`src/design/dual_dac_pkg.sv`:
```
package dual_dac_pkg;

  localparam logic [7:0] CONVERTER0_LOW_BYTE_ADDR = 8'hF9;
  localparam logic [7:0] CONVERTER0_HIGH_BYTE_ADDR = 8'hFA;
  localparam logic [7:0] CONVERTER1_LOW_BYTE_ADDR = 8'hFB;
  localparam logic [7:0] CONVERTER1_HIGH_BYTE_ADDR = 8'hFC;
  localparam logic [7:0] OUTPUT_CONVERTER_CONTROL_ADDR = 8'hFD;

  localparam logic [7:0] CONTROL_RESET = 8'h04;
  localparam logic [7:0] DATA_RESET = 8'h00;
  localparam logic [7:0] READ_IDLE = 8'h00;

  localparam int EIGHT_BIT_MODE_BIT = 7;
  localparam int CONV1_RANGE_SELECT_BIT = 6;
  localparam int CONV0_RANGE_SELECT_BIT = 5;
  localparam int CONV1_FORCE_ZERO_N_BIT = 4;
  localparam int CONV0_FORCE_ZERO_N_BIT = 3;
  localparam int UPDATE_IMMEDIATE_BIT = 2;
  localparam int CONV1_POWER_ON_BIT = 1;
  localparam int CONV0_POWER_ON_BIT = 0;

  localparam int CODE_WIDTH = 12;
  localparam int HIGH_NIBBLE_WIDTH = 4;

  // special-function register port of the processor core
  typedef struct packed {
    logic [7:0] addr;
    logic wr;
    logic [7:0] wdata;
  } sfr_req_t;

  // what one analog converter is told to do
  typedef struct packed {
    logic power_on;
    logic range_select;
    logic force_zero_n;
    logic [CODE_WIDTH-1:0] code;
  } conv_out_t;

endpackage

```
`src/design/conv_channel.sv`:
```
`timescale 1ns/1ps
module conv_channel
  import dual_dac_pkg::*;
(
  input wire logic mclk,
  input wire logic rst,
  input wire logic wr_low,
  input wire logic wr_high,
  input wire logic [7:0] wdata,
  input wire logic eight_bit_mode,
  input wire logic update_immediate,
  input wire logic sync_rise,
  input wire logic force_zero_n,
  input wire logic range_select,
  input wire logic power_on,
  output logic [7:0] low_reg,
  output logic [7:0] high_reg,
  output dual_dac_pkg::conv_out_t out_reg
);
  import dual_dac_pkg::*;

  logic [7:0] low_next;
  logic [7:0] high_next;
  logic [CODE_WIDTH-1:0] held_code_reg;
  logic [CODE_WIDTH-1:0] code_next;
  logic load;

  assign low_next = wr_low ? wdata : low_reg;
  assign high_next = wr_high ? wdata : high_reg;

  // 8-bit codes sit at the top of the 12-bit converter input
  assign code_next = eight_bit_mode ? {low_next, {HIGH_NIBBLE_WIDTH{1'b0}}}
                                    : {high_next[HIGH_NIBBLE_WIDTH-1:0], low_next};

  // only a low-byte write with update_immediate set or the sync rise loads a new code; a lone high write waits
  assign load = (wr_low && update_immediate) || sync_rise;

  always_ff @(posedge mclk or posedge rst) begin
    if (rst) begin
      low_reg <= DATA_RESET;
      high_reg <= DATA_RESET;
    end else begin
      low_reg <= low_next;
      high_reg <= high_next;
    end
  end

  always_ff @(posedge mclk or posedge rst) begin
    if (rst) begin
      held_code_reg <= '0;
    end else if (load) begin
      held_code_reg <= code_next;
    end
  end

  always_ff @(posedge mclk or posedge rst) begin
    if (rst) begin
      out_reg <= '0;
    end else begin
      out_reg.power_on <= power_on;
      out_reg.range_select <= range_select;
      out_reg.force_zero_n <= force_zero_n;
      if (!force_zero_n) begin
        out_reg.code <= '0;
      end else if (load) begin
        out_reg.code <= code_next;
      end else begin
        out_reg.code <= held_code_reg;
      end
    end
  end
endmodule

```
`src/design/dual_dac_control_regs.sv`:
```
`timescale 1ns/1ps
// Behaviour
// - control bit 7 at 1 runs both converters from the low byte alone (8-bit), at 0 in 12-bit.
// - control bit 6 at 1 gives converter 1 the supply range, at 0 the reference range.
// - control bit 5 at 1 gives converter 0 the supply range, at 0 the reference range.
// - control bit 4 at 0 forces converter 1 to zero whatever its code, at 1 it follows its code.
// - control bit 3 at 0 forces converter 0 to zero whatever its code, at 1 it follows its code.
// - with bit 2 at 1 a converter's output takes its new code as soon as its low byte is written.
// - with bit 2 at 0 data writes are held, and a 0-to-1 change of bit 2 loads both converters together.
// - control bit 1 switches converter 1 on at 1 and off at 0.
// - control bit 0 switches converter 0 on at 1 and off at 0.
// - a 12-bit code is right-justified, low byte bits 7..0 and high byte low nibble bits 11..8.
// - all four data bytes are zero after power-on reset.
module dual_dac_control_regs
  import dual_dac_pkg::*;
(
  input wire logic mclk,
  input wire logic rst,
  input dual_dac_pkg::sfr_req_t sfr_req,
  output logic [7:0] sfr_rdata_reg,
  output logic sfr_hit_reg,
  output dual_dac_pkg::conv_out_t conv0_reg,
  output dual_dac_pkg::conv_out_t conv1_reg
);
  import dual_dac_pkg::*;

  localparam int CONV_COUNT = 2;

  logic [7:0] control_reg;
  logic [7:0] control_next;
  logic sync_rise;
  logic [7:0] low_bytes [CONV_COUNT];
  logic [7:0] high_bytes [CONV_COUNT];
  conv_out_t conv_outs [CONV_COUNT];
  logic [7:0] low_addr [CONV_COUNT];
  logic [7:0] high_addr [CONV_COUNT];
  logic range_bits [CONV_COUNT];
  logic zero_bits [CONV_COUNT];
  logic power_bits [CONV_COUNT];
  logic control_wr;

  assign low_addr[0] = CONVERTER0_LOW_BYTE_ADDR;
  assign low_addr[1] = CONVERTER1_LOW_BYTE_ADDR;
  assign high_addr[0] = CONVERTER0_HIGH_BYTE_ADDR;
  assign high_addr[1] = CONVERTER1_HIGH_BYTE_ADDR;
  assign range_bits[0] = control_reg[CONV0_RANGE_SELECT_BIT];
  assign range_bits[1] = control_reg[CONV1_RANGE_SELECT_BIT];
  assign zero_bits[0] = control_reg[CONV0_FORCE_ZERO_N_BIT];
  assign zero_bits[1] = control_reg[CONV1_FORCE_ZERO_N_BIT];
  assign power_bits[0] = control_reg[CONV0_POWER_ON_BIT];
  assign power_bits[1] = control_reg[CONV1_POWER_ON_BIT];

  assign control_wr = sfr_req.wr && (sfr_req.addr == OUTPUT_CONVERTER_CONTROL_ADDR);
  assign control_next = control_wr ? sfr_req.wdata : control_reg;
  // held codes are released on the write that sets the sync bit
  assign sync_rise = control_wr && !control_reg[UPDATE_IMMEDIATE_BIT]
                     && sfr_req.wdata[UPDATE_IMMEDIATE_BIT];

  always_ff @(posedge mclk or posedge rst) begin
    if (rst) begin
      control_reg <= CONTROL_RESET;
    end else begin
      control_reg <= control_next;
    end
  end

  // channels act on the control value that takes effect with this write; update_immediate alone uses the stored bit 2
  genvar i;
  generate
    for (i = 0; i < CONV_COUNT; i++) begin : g_conv
      logic range_now;
      logic zero_now;
      logic power_now;
      assign range_now = control_wr ? sfr_req.wdata[i == 0 ? CONV0_RANGE_SELECT_BIT : CONV1_RANGE_SELECT_BIT]
                                    : range_bits[i];
      assign zero_now = control_wr ? sfr_req.wdata[i == 0 ? CONV0_FORCE_ZERO_N_BIT : CONV1_FORCE_ZERO_N_BIT]
                                   : zero_bits[i];
      assign power_now = control_wr ? sfr_req.wdata[i == 0 ? CONV0_POWER_ON_BIT : CONV1_POWER_ON_BIT]
                                    : power_bits[i];
      conv_channel u_chan (
        .mclk(mclk),
        .rst(rst),
        .wr_low(sfr_req.wr && (sfr_req.addr == low_addr[i])),
        .wr_high(sfr_req.wr && (sfr_req.addr == high_addr[i])),
        .wdata(sfr_req.wdata),
        .eight_bit_mode(control_next[EIGHT_BIT_MODE_BIT]),
        .update_immediate(control_reg[UPDATE_IMMEDIATE_BIT]),
        .sync_rise(sync_rise),
        .force_zero_n(zero_now),
        .range_select(range_now),
        .power_on(power_now),
        .low_reg(low_bytes[i]),
        .high_reg(high_bytes[i]),
        .out_reg(conv_outs[i])
      );
    end
  endgenerate

  assign conv0_reg = conv_outs[0];
  assign conv1_reg = conv_outs[1];

  // read data registered from the address presented in the previous cycle
  always_ff @(posedge mclk or posedge rst) begin
    if (rst) begin
      sfr_rdata_reg <= READ_IDLE;
      sfr_hit_reg <= 1'b0;
    end else begin
      sfr_hit_reg <= 1'b1;
      case (sfr_req.addr)
        CONVERTER0_LOW_BYTE_ADDR: sfr_rdata_reg <= low_bytes[0];
        CONVERTER0_HIGH_BYTE_ADDR: sfr_rdata_reg <= high_bytes[0];
        CONVERTER1_LOW_BYTE_ADDR: sfr_rdata_reg <= low_bytes[1];
        CONVERTER1_HIGH_BYTE_ADDR: sfr_rdata_reg <= high_bytes[1];
        OUTPUT_CONVERTER_CONTROL_ADDR: sfr_rdata_reg <= control_reg;
        default: begin
          sfr_rdata_reg <= READ_IDLE;
          sfr_hit_reg <= 1'b0;
        end
      endcase
    end
  end
endmodule

```
`config.mk`:
```
export PLATFORM = sky130hd
export DESIGN_NAME = dual_dac_control_regs
export DESIGN_NICKNAME = d
export VERILOG_FILES = /design/src/design/dual_dac_pkg.sv /design/src/design/conv_channel.sv /design/src/design/dual_dac_control_regs.sv
export SDC_FILE = /design/constraint.sdc
export NUM_CORES = 1
export LEC_CHECK = 0
export ABC_AREA = 0
export BUFFER_PORTS_ARGS = -buffer_cell sky130_fd_sc_hd__buf_2
export CAP_MARGIN = 25
export CELL_PAD_IN_SITES_DETAIL_PLACEMENT = 1
export CELL_PAD_IN_SITES_GLOBAL_PLACEMENT = 2
export CORE_MARGIN = 2
export CORE_UTILIZATION = 41
export DETAILED_ROUTE_END_ITERATION = 6
export HOLD_SLACK_MARGIN = 0.08
export PLACE_DENSITY = 0.87
export SYNTH_ARGS = -nofsm -noshare
export SYNTH_HDL_FRONTEND = slang
export SYNTH_SLANG_ARGS = --single-unit
```
`constraint.sdc`:
```
create_clock -name mclk -period 9 [get_ports mclk]
set_clock_uncertainty 0.15 [all_clocks]
set_input_delay 0.45 -clock mclk [delete_from_list [all_inputs] [get_ports mclk]]
set_output_delay 0.45 -clock mclk [all_outputs]
set_load 0.01 [all_outputs]
```
[Word-level counts from Yosys, hierarchy flattened]
Index checks and enable logic that the tools add are counted.
Word-level totals
  register bits after elaboration: 103
  input port bits: 19
  output and inout port bits: 39
  word-level logic and storage cells: 57
Operators by class
  equality and inequality tests: 5
  muxes and demuxes: 19
  reduce and logical (&&, ||, !) cells: 13
Operators with widths (count)
  two-way mux 12 bit: 6
  equality test 8 bit (second input constant): 5
  case mux 8 bit (5 select lines): 1
  two-way mux 8 bit: 3
  logical AND 1 bit: 9
  two-way mux 4 bit: 2
  two-way mux 1 bit: 7
  OR reduction 5 bit: 1
  logical OR 1 bit: 2
  zero test 1 bit: 1

[Depth between registers and ports, before layout]
Gate-level depths: netlist (run 1).
  word-level depth: 7
  mapped depth: 8
  gate-level depth less buffers: 5

[By module]
Synthesis (run 1) repeated with hierarchy kept, for this count alone.
Unflattened totals
  cell total of the unflattened synthesis: 323
  area total of the unflattened synthesis: 4409.2 µm²
By module, submodules not included
  conv_channel: instances 2, cells an instance 118, area each 1710.4 µm², seq. area each 1076.0 µm²
  dual_dac_control_regs: instances 1, cells an instance 87, area each 988.4 µm², seq. area each 426.7 µm²

[Worst setup path before layout (run 1)]
No wires, ideal clock.
  kind: input port to flip-flop
  start: in sfr_req[10] in the netlist's numbering
  end: reg g_conv[1].u_chan.out_reg[0] in the netlist's numbering
  library setup time: 0.078 ns
  arrival time: 2.209 ns
  required time: 8.772 ns
  slack: 6.563 ns
  stages: 7
  buffers on the path: 2
  path through: buf_6 and3b_2 nor3b_4 mux2_4 buf_12 or3_1 a21oi_1
On the way
  elaborated cells on any way between the ends: 14
  those cells by class: 2 x eq/ne; 6 x mux; 6 x reduce/logical
RTL lines
  start, declared: RTL line dual_dac_control_regs.sv:19  | input dual_dac_pkg::sfr_req_t sfr_req,
  equality test 8 bit: RTL line dual_dac_control_regs.sv:53  | assign control_wr = sfr_req.wr && (sfr_req.addr == OUTPUT_CONVERTER_CONTROL_ADDR);
  logical AND 1 bit: RTL line dual_dac_control_regs.sv:53
  two-way mux 8 bit: RTL line dual_dac_control_regs.sv:54  | assign control_next = control_wr ? sfr_req.wdata : control_reg;
  named net g_conv[0].u_chan.eight_bit_mode: RTL line conv_channel.sv:10  | input wire logic eight_bit_mode,
  two-way mux 12 bit: RTL line conv_channel.sv:32  | assign code_next = eight_bit_mode ? {low_next, {HIGH_NIBBLE_WIDTH{1'b0}}}
  two-way mux 12 bit: RTL line conv_channel.sv:65  | end else if (load) begin
  two-way mux 12 bit: RTL line conv_channel.sv:63  | if (!force_zero_n) begin
  end, declared: RTL line conv_channel.sv:18  | output dual_dac_pkg::conv_out_t out_reg
The timed path passes the listed nets, and every way through them passes these cells.
A chain may end at the register's enable or synchronous reset.

[Final worst setup path (run 1)]
  start: in sfr_req[11] in the netlist's numbering
  end: reg g_conv[1].u_chan.out_reg[10] in the netlist's numbering
On the way
  longest elaborated chain between the ends: 7
  elaborated cells on any way between the ends: 17
  those cells by class: 3 x eq/ne; 7 x mux; 7 x reduce/logical
Ends and longest elaborated chain
  equality test 8 bit: RTL line dual_dac_control_regs.sv:53
  logical AND 1 bit: RTL line dual_dac_control_regs.sv:53
  logical AND 1 bit: RTL line dual_dac_control_regs.sv:56  | assign sync_rise = control_wr && !control_reg[UPDATE_IMMEDIATE_BIT]
  logical AND 1 bit: RTL line dual_dac_control_regs.sv:57  | && sfr_req.wdata[UPDATE_IMMEDIATE_BIT];
  logical OR 1 bit: RTL line conv_channel.sv:36  | assign load = (wr_low && update_immediate) || sync_rise;
  two-way mux 12 bit: RTL line conv_channel.sv:65
  two-way mux 12 bit *: RTL line conv_channel.sv:63
Every way passes the cells marked *; elsewhere a longest branch is shown, timed or not.

==> flow_metrics.env, run 1 <==
export IMPL_ys_seq_area_share_pct=59.8
export IMPL_synth_mux_area_share_pct=17.0
export IMPL_drive_gt1_share_pct=28.2
export IMPL_status="completed"
export IMPL_multi_input_area_um2=1530
export IMPL_avgSynthCellArea_um2=12.1
export IMPL_yosysWarnings=0
export IMPL_timing_critical_path_from_type="primary input"
export IMPL_diodes=0
export IMPL_relSlewSlack_pct=33.8
export IMPL_place_congestion=0.792
export IMPL_synth_top_family_by_area="multiplexers"
export IMPL_yosys_area_top_type="dfrtp_1"
export IMPL_syn_nets=376
export IMPL_postRouteAntennaNets=0
export IMPL_hold_class="in2reg"
export IMPL_drc_errors=0
export IMPL_worstPathMaxFanout=16
export IMPL_die_h_um=107
export IMPL_routed_wl_mm=10.1
export IMPL_core_um2=10300
export IMPL_portBuffers=57
export IMPL_grt_pass1_wl_mm=16.6
export IMPL_reg2reg_depth=5
export IMPL_clock_sinks=103
export IMPL_synth_fa_ha_area_share_pct=0
export IMPL_netlist_area_leader_share_pct=59.2
export IMPL_critPathCaptureType="flip-flop"
export IMPL_cp_num_cells=7
export IMPL_async_flop_share_pct=100
export IMPL_largest_reg_flops=30
export IMPL_arrival_ps=2710
export IMPL_cts_resized=0
export IMPL_grt_max_degree=63
export IMPL_critical_path_startpoint="sfr_req[11]"
export IMPL_start_util_pct=42.0
export IMPL_synth_edff_count=0
export IMPL_fmax_mhz=378
export IMPL_crit_chain="buf_2, and3b_2, nor3b_4, mux2i_1, buf_4, or2_0, o22ai_1"
export IMPL_tns_ps=0
export IMPL_finalPower_mw=0.837
export IMPL_areaGrowthSynthToFinish_pct=14.2
export IMPL_r2r_end="g_conv[1].u_chan.out_reg[10]"
export IMPL_synth_area_top_cells="dfrtp_1 59%, mux2i_1 8.6%, mux2_2 8.1%"
export IMPL_yosysUniqueCellTypes=40
export IMPL_num_rows=37
export IMPL_period_minus_slack_ps=2640
export IMPL_fin_nets=432
export IMPL_synth_xor_area_share_pct=0
export IMPL_numCtsBuffers=9
export IMPL_groute_usage_overall_pct=19.0
export IMPL_cts_max_level=3
export IMPL_final_common_cell="dfrtp_1"
export IMPL_endpoint="g_conv[1].u_chan.out_reg[10]"
export IMPL_postCtsSetupRepairBufs=0
export IMPL_dr_pass1_iters=4
export IMPL_max_stage_delay_ps=500
export IMPL_grt_pass1_vias=3121
export IMPL_wire_per_inst_um=18.3
export IMPL_routed_via_count=2908
export IMPL_register_area_um2=2580
export IMPL_clkSlewWorstSetupHoldPaths_ps=90
export IMPL_r2r_slack_ps=6810
export IMPL_io_pins=58
export IMPL_cap_violations=0
export IMPL_setup_violations=0
export IMPL_num_fill_cells=1149
export IMPL_viasPerCell=5.25
export IMPL_synth_compound_area_share_pct=8.62
export IMPL_slew_violations=0
export IMPL_leakagePower_nw=2.61
export IMPL_clockBufferDepth=2
export IMPL_path_buf_inv=2
export IMPL_cts_tree="done"
export IMPL_hold_violations=0
export IMPL_ir_drop_uv=74.3
export IMPL_drtIter0Drc=127
export IMPL_synthFlopType="dfrtp_1"
export IMPL_worstMarginPinSlew_ps=985
export IMPL_synth_simple_gate_area_share_pct=9.89
export IMPL_yosys_register_bits=103
export IMPL_finalCritPeriodShare_pct=29.4
export IMPL_grt_remaining_overflow=0
export IMPL_antenna_found_initial=0
export IMPL_power_density_nw_per_um2=170
export IMPL_layout_common_cells="102 x dfrtp_1, 57 x buf_2, 37 x mux2i_1"
export IMPL_synth_area_um2=4310
export IMPL_crit_path_top_delay_cell="nor3b_4"
export IMPL_synthCells=357
export IMPL_criticalPathCategory="in2reg"
export IMPL_cts_root_buf="clkbuf_8"
export IMPL_die_x_um=107
export IMPL_rr_startpoint="control_reg[2]"
export IMPL_worstPathRequired_ps=9070
export IMPL_cts_hold_buf=1
export IMPL_rsz0062_at_grt="false"
export IMPL_dp_hpwl_mm=7.06
export IMPL_clk_insertion_delay_late_ps=360
export IMPL_cp_top_family="simple AND/OR/NAND/NOR gates"
export IMPL_die_area_um2=11400
## worst register-to-register path, cell delays in order, from the launching register on
cell and delay (ps):
dfstp_2 580, nor2b_1 70, a32oi_1 140, or2_2 400, or2_0 510, o22ai_1 180
## where the power goes
group	leakage [nW]	switching, mW	internal (mW)
Clock	0.109	0.152	0.151
Sequential	1.43	0.00559	0.473
Combinational	1.07	0.0373	0.0184
Total	2.61	0.195	0.642
## synth_stat cells, types with 2 or more instances
library cell and n:
dfrtp_1 102, o2bb2ai_1 4, nor2b_1 3, or3_1 8
clkbuf_1 12, inv_1 29, nand3_1 2, mux2i_1 37
o21ai_0 20, a32oi_1 4, nor2_1 9, nand2_1 36
nor3_1 2, or2_2 3, a21oi_1 15, mux2_2 31
o22ai_1 12, a22oi_1 6
## metrics by stage
stage	hold WS (ps)	worst slack (ps)	cells	area, um2	utilization (%)
after global routing	264	6240	554	4930	47.9
after detailed placement	304	6010	537	4710	45.8
after global placement	296	6070	537	4710	45.8
after floorplan	283	5700	357	4310	-
final	256	6360	554	4930	47.9
after CTS	245	6400	554	4930	47.9
## how the worst min path moves through the flow
stage | from | to | slack (ps) | depth (start not counted)
after floorplan | g_conv[0].u_chan.held_code_reg[0] | g_conv[0].u_chan.held_code_reg[0] | 280 | 2
after global routing | sfr_req[7] | g_conv[0].u_chan.high_reg[7] | 260 | 2
after global placement | g_conv[0].u_chan.held_code_reg[2] | g_conv[0].u_chan.held_code_reg[2] | 300 | 2
final | sfr_req[0] | g_conv[1].u_chan.high_reg[0] | 260 | 3
after CTS | sfr_req[0] | g_conv[1].u_chan.high_reg[0] | 240 | 3
after detailed placement | g_conv[0].u_chan.held_code_reg[3] | g_conv[0].u_chan.held_code_reg[3] | 300 | 2
## layer usage
metal	wire length (um)	track usage, %	vias to the layer above
met4	98	5.01	0
li1	-	-	1343
met1	4620	25.5	1514
met5	0	0	-
met3	277	3.49	8
met2	5140	31.7	43
## logic make-up (layout without fill, tap and decap cells)
| group | Yosys count | after routing |
|---|---|---|
| muxes | 69 | 69 |
| and+or+nand+nor | 77 | 77 |
| DFF | 103 | 103 |
| AOI/OAI and AO/OA | 62 | 62 |
| buffers and inverters | 46 | 107 |
## area by class of cell
type	instances	area share, %
repair buffers	62	6.60
clock buffers	13	3.43
clock inverters	3	0.813
well taps	136	3.45
flip-flops and latches	103	52.3
inverters	29	2.26
multi-input cells	208	31.1
Power figures use the tool's default switching activity.
==> inputs of run 2 (changes only) <==
--- a/config.mk
+++ b/config.mk
@@ -11,10 +11,10 @@
 export CELL_PAD_IN_SITES_DETAIL_PLACEMENT = 1
 export CELL_PAD_IN_SITES_GLOBAL_PLACEMENT = 2
 export CORE_MARGIN = 2
-export CORE_UTILIZATION = 41
+export CORE_UTILIZATION = 35
 export DETAILED_ROUTE_END_ITERATION = 6
 export HOLD_SLACK_MARGIN = 0.08
-export PLACE_DENSITY = 0.87
+export PLACE_DENSITY = 0.8
 export SYNTH_ARGS = -nofsm -noshare
 export SYNTH_HDL_FRONTEND = slang
 export SYNTH_SLANG_ARGS = --single-unit
==> constraint.sdc (replaced) <==
create_clock -name mclk -period 2.3 [get_ports mclk]
set_clock_uncertainty 0.15 [all_clocks]
set_input_delay 0.115 -clock mclk [delete_from_list [all_inputs] [get_ports mclk]]
set_output_delay 0.115 -clock mclk [all_outputs]
set_load 0.01 [all_outputs]
==> run 2 against run 1 <==
  * Worst setup slack lost 6100 ps
  * Count of clock-buffer cells in the layout shrank 2
  * Total power grew to 4.4 times the previous value
  * Design area grew 6.8%
  * Combinational power grew to 4.3 times the previous value
  * Die area grew 16%
  * First-iteration DRC count grew 36%
  * Critical path depth is the same
  * Register-to-register slack lost 6600 ps
  * Routed wire length grew 4.9%
  * Sequential cell count is the same
  * Largest power group unchanged
==> flow_metrics.env, run 2 (synthesis results as in run 1) <==
export IMPL_status="completed"
export IMPL_drtIter0Drc=173
export IMPL_die_h_um=115
export IMPL_p_sw_share_pct=22.2
export IMPL_wire_per_inst_um=18.1
export IMPL_power_density_nw_per_um2=707
export IMPL_cts_root_buf="clkbuf_16"
export IMPL_worstMarginPinSlew_ps=620
export IMPL_routed_wl_mm=10.6
export IMPL_finalPower_mw=3.72
export IMPL_worstPathMaxFanout=14
export IMPL_ir_drop_uv=301
export IMPL_viasPerCell=5.04
export IMPL_num_rows=40
export IMPL_antenna_found_initial=0
export IMPL_route_met3_wl_um=285
export IMPL_core_um2=12000
export IMPL_fmax_mhz=487
export IMPL_clockBufferDepth=2
export IMPL_hold_violations=0
export IMPL_cts_tree="done"
export IMPL_p_int_mw=2.90
export IMPL_setup_violations=0
export IMPL_dp_hpwl_mm=7.49
export IMPL_die_area_um2=13200
export IMPL_io_pins=58
export IMPL_clkSlewWorstSetupHoldPaths_ps=70
export IMPL_clockPowerShare_pct=43.2
export IMPL_place_congestion=0.816
export IMPL_period_minus_slack_ps=2050
export IMPL_p_seq_share_pct=50.4
export IMPL_layout_common_cells="102 x dfrtp_1, 57 x buf_2, 37 x mux2i_1"
export IMPL_portBuffers=57
export IMPL_grt_pass1_wl_mm=17.3
export IMPL_relSlewSlack_pct=58.5
export IMPL_critPathCaptureType="flip-flop"
export IMPL_groute_usage_overall_pct=17.2
export IMPL_wl_met2_mm=5.28
export IMPL_rsz0062_at_grt="false"
export IMPL_top_layer="met4"
export IMPL_fin_nets=454
export IMPL_drive_gt1_share_pct=29.3
export IMPL_numCtsBuffers=9
export IMPL_finalCritPeriodShare_pct=89.2
export IMPL_postRouteAntennaNets=0
export IMPL_grt_max_degree=104
export IMPL_multi_input_area_um2=1530
export IMPL_leakagePower_nw=2.75
export IMPL_wl_met1_mm=4.91
export IMPL_drc_errors=0
export IMPL_final_common_cell="dfrtp_1"
export IMPL_arrival_ps=2160
export IMPL_tns_ps=0
export IMPL_criticalPathCategory="in2reg"
export IMPL_grt_pass1_vias=3226
export IMPL_register_area_um2=2580
export IMPL_slew_violations=0
export IMPL_clk_insertion_delay_late_ps=350
export IMPL_cap_violations=0
export IMPL_cts_max_level=3
export IMPL_die_x_um=115
export IMPL_diodes=0
export IMPL_pwr_share_comb_pct=6.4
export IMPL_dr_pass1_iters=4
export IMPL_start_util_pct=35.9
export IMPL_grt_remaining_overflow=0
export IMPL_clock_sinks=103
export IMPL_worstPathRequired_ps=2410
export IMPL_switching_power_mw=0.825
export IMPL_largest_reg_flops=30
export IMPL_timing_critical_path_from_type="primary input"
export IMPL_num_fill_cells=1321
export IMPL_cts_resized=0
export IMPL_areaGrowthSynthToFinish_pct=22.0
export IMPL_hold_class="in2reg"
export IMPL_routed_via_count=2957
[run 2: changes by cell type in the layout (fill, tap and decap cells not counted), sizes merged]
cell / previous run / this run
clkinv: 2 / 1
clkinvlp: 0 / 2
buf: 61 / 73
bufinv: 1 / 2
clkbuf: 13 / 11
dlygate4sd3: 1 / 11
[run 2: worst paths after layout]
kind	slack, ps	end	start	depth (start not counted)
worst max register to register	250	g_conv[1].u_chan.out_reg[10]	control_reg[2]	5
worst min register to register	320	g_conv[1].u_chan.held_code_reg[3]	g_conv[1].u_chan.held_code_reg[3]	2
worst min-delay path	110	sfr_rdata_reg[4]	sfr_req[13]	3
worst max-delay path	250	g_conv[1].u_chan.out_reg[10]	sfr_req[2]	7
max in group asynchronous	1230	control_reg[6]	rst	4
min in group asynchronous	310	g_conv[1].u_chan.out_reg[14]	rst	4
[run 2: layer usage]
metal / GRT usage, % / vias to the layer above
met3: 2.11 / 10
met5: 0 / -
met1: 22.9 / 1509
met4: 6.83 / 0
met2: 28.6 / 43
li1: - / 1395
[run 2: final cells by class]
class | count | share of cell area [%]
sequential | 103 | 49.0
multi-input combinational | 208 | 29.1
clock inverter | 5 | 1.55
timing repair buffer | 84 | 10.3
clock buffer | 11 | 4.42
tap | 147 | 3.49
inverter | 29 | 2.14
[run 2: per-stage QoR]
step                      hold slack [ps]  util (%)  worst slack [ps]  cell area (um2)  instances
after floorplan                      99.3         -               198             4320        357
after global placement                165      40.3              76.5             4840        560
after detailed placement              175      40.3              34.1             4840        560
after CTS                             117      43.8               241             5260        587
after global routing                  136      43.8               154             5260        587
final                                 112      43.8               247             5260        587
[run 2: timing repair]
item	4_1_cts	5_1_grt
setup buffers	0	0
hold buffers	11	0
endpoints found under the hold margin	144	0
[run 2: worst max-delay path, cell delays in order]
cell           delay [ps]
dlygate4sd3_1         510
buf_2                 190
nor2b_1               200
a32oi_1                80
or2_2                 410
or2_0                 440
o22ai_1               210
[run 2: power by group through the flow]
| stage | registers (mW) | clock network [mW] | logic [mW] |
|---|---|---|---|
| final | 1.87 | 1.61 | 0.240 |
| after global routing | 1.88 | 1.71 | 0.269 |
| after CTS | 1.87 | 1.65 | 0.245 |
| after detailed placement | 1.91 | 0 | 0.230 |
| after global placement | 1.91 | 0 | 0.223 |
| after floorplan | 1.90 | 0 | 0.142 |
==> inputs of run 3 (changes only) <==
--- a/config.mk
+++ b/config.mk
@@ -5,11 +5,11 @@
 export SDC_FILE = /design/constraint.sdc
 export NUM_CORES = 1
 export LEC_CHECK = 0
-export ABC_AREA = 0
 export BUFFER_PORTS_ARGS = -buffer_cell sky130_fd_sc_hd__buf_2
 export CAP_MARGIN = 25
 export CELL_PAD_IN_SITES_DETAIL_PLACEMENT = 1
 export CELL_PAD_IN_SITES_GLOBAL_PLACEMENT = 2
+export CORE_ASPECT_RATIO = 1.25
 export CORE_MARGIN = 2
 export CORE_UTILIZATION = 35
 export DETAILED_ROUTE_END_ITERATION = 6
==> run 3 against run 2 <==
  * Maximum frequency decreased by 3.5%
  * Global-route usage increased by 0.40 points
  * Critical path depth unchanged
  * Utilization decreased by 0.14 points
  * Non-clock buffer count increased by 5
  * Design area increased by 0.45%
  * Via count increased by 2.5%
  * Worst hold slack improved by 16 ps
  * Critical path type unchanged
  * Critical endpoint is now g_conv[1].u_chan.out_reg[9]
  * Largest power group unchanged
==> flow_metrics.env, run 3 (synthesis results as in run 1) <==
export IMPL_status="completed"
export IMPL_drtIter0Drc=95
export IMPL_hold_path_end="sfr_rdata_reg[6]"
export IMPL_dp_hpwl_mm=7.63
export IMPL_routed_via_count=3031
export IMPL_die_x_um=103
export IMPL_min_path_cells=4
export IMPL_period_minus_slack_ps=2130
export IMPL_ir_drop_uv=321
export IMPL_criticalPathCategory="in2reg"
export IMPL_num_rows=45
export IMPL_routed_wl_mm=11.0
export IMPL_diodes=0
export IMPL_grt_remaining_overflow=0
export IMPL_tns_ps=0
export IMPL_areaGrowthSynthToFinish_pct=22.6
export IMPL_postRouteAntennaNets=0
export IMPL_fin_nets=459
export IMPL_cts_max_level=3
export IMPL_arrival_ps=2220
export IMPL_power_density_nw_per_um2=668
export IMPL_portBuffers=57
export IMPL_reg2reg_depth=5
export IMPL_drive_gt1_share_pct=29.7
export IMPL_r2r_slack_ps=230
export IMPL_finalCritPeriodShare_pct=92.4
export IMPL_fin_util_pct=43.7
export IMPL_crit_chain="dlygate4sd3_1, buf_2, nor2b_1, a32oi_1, or2_2, or2_0, o22ai_1"
export IMPL_worstMarginPinSlew_ps=561
export IMPL_r2r_end="g_conv[1].u_chan.out_reg[10]"
export IMPL_wire_per_inst_um=18.1
export IMPL_crit_path_top_delay_cell="dlygate4sd3_1"
export IMPL_hold_violations=0
export IMPL_fmax_mhz=470
export IMPL_grt_max_degree=58
export IMPL_hold_class="in2reg"
export IMPL_numCtsBuffers=9
export IMPL_timing_critical_path_from_type="primary input"
export IMPL_grt_pass1_vias=3252
export IMPL_fin_hold_ws_ps=129
export IMPL_relSlewSlack_pct=62.6
export IMPL_groute_usage_overall_pct=17.6
export IMPL_start_util_pct=35.6
export IMPL_rsz0062_at_grt="false"
export IMPL_clock_sinks=103
export IMPL_die_h_um=128
export IMPL_rr_startpoint="control_reg[2]"
export IMPL_worstPathRequired_ps=2390
export IMPL_slew_violations=0
export IMPL_critPathCaptureType="flip-flop"
export IMPL_clk_insertion_delay_late_ps=340
export IMPL_leakagePower_nw=2.76
export IMPL_antenna_found_initial=0
export IMPL_grt_pass1_wl_mm=17.1
export IMPL_max_stage_delay_ps=520
export IMPL_final_common_cell="dfrtp_1"
export IMPL_finalPower_mw=3.53
export IMPL_dr_pass1_iters=6
export IMPL_viasPerCell=4.99
export IMPL_clockBufferDepth=2
export IMPL_layout_common_cells="102 x dfrtp_1, 57 x buf_2, 37 x mux2i_1"
export IMPL_drc_errors=0
export IMPL_io_pins=58
export IMPL_clkSlewWorstSetupHoldPaths_ps=70
export IMPL_cts_tree="done"
export IMPL_path_buf_inv=2
export IMPL_min_from="sfr_req[10]"
export IMPL_cp_top_family="simple AND/OR/NAND/NOR gates"
export IMPL_cts_root_buf="clkbuf_16"
export IMPL_stdcell_count=608
export IMPL_setup_violations=0
export IMPL_core_um2=12100
export IMPL_dp_cells=580
export IMPL_largest_reg_flops=30
export IMPL_cap_violations=0
export IMPL_die_area_um2=13200
export IMPL_worstPathMaxFanout=12
export IMPL_place_congestion=0.815
## run 3: tightest hold or removal path: stages
cell and delay (ps):
buf_2 180, nor2_1 80, a21oi_1 110, o21ai_0 80
## run 3: where the power goes
part	total [mW]	internal, mW	leakage [nW]	switching, mW
clock network	1.41	0.764	0.136	0.645
registers	1.87	1.85	1.43	0.0218
logic	0.251	0.0954	1.19	0.156
## run 3: area by class of cell
type                            count  area (um2)
Fill cell                        1334        6820
Inverter                           29         113
Sequential cell                   103        2580
Clock inverter                      4        31.3
Tap cell                          164         205
Multi-Input combinational cell    208        1530
Clock buffer                       11         243
Timing Repair Buffer               89         583
## run 3: worst max path at each step
stage,startpoint,endpoint,slack [ps],cells past startpoint
global placement,sfr_req[10],g_conv[1].u_chan.out_reg[10],140,7
floorplan,sfr_req[10],g_conv[1].u_chan.out_reg[0],200,7
global route,sfr_req[2],g_conv[1].u_chan.out_reg[9],80,7
detailed placement,sfr_req[10],g_conv[1].u_chan.out_reg[10],90,7
CTS,sfr_req[2],g_conv[1].u_chan.out_reg[9],190,7
finish,sfr_req[2],g_conv[1].u_chan.out_reg[9],170,7
## run 3: routing by layer
layer  GRT usage (%)  routed length [um]
met1            21.6                4620
met4            5.65                 175
met2            30.7                5890
met3            3.22                 307
met5               0                   0
## run 3: metrics by stage
stage | setup WS, ps | area, um2
floorplan | 198 | 4320
global placement | 136 | 4880
detailed placement | 89.4 | 4880
CTS | 191 | 5290
global route | 81.4 | 5290
finish | 174 | 5290
## run 3: repair_timing
item	4_1_cts	5_1_grt
setup buffers	0	0
hold buffers	13	0
gates resized for setup	0	0
endpoints found under the hold margin	145	0
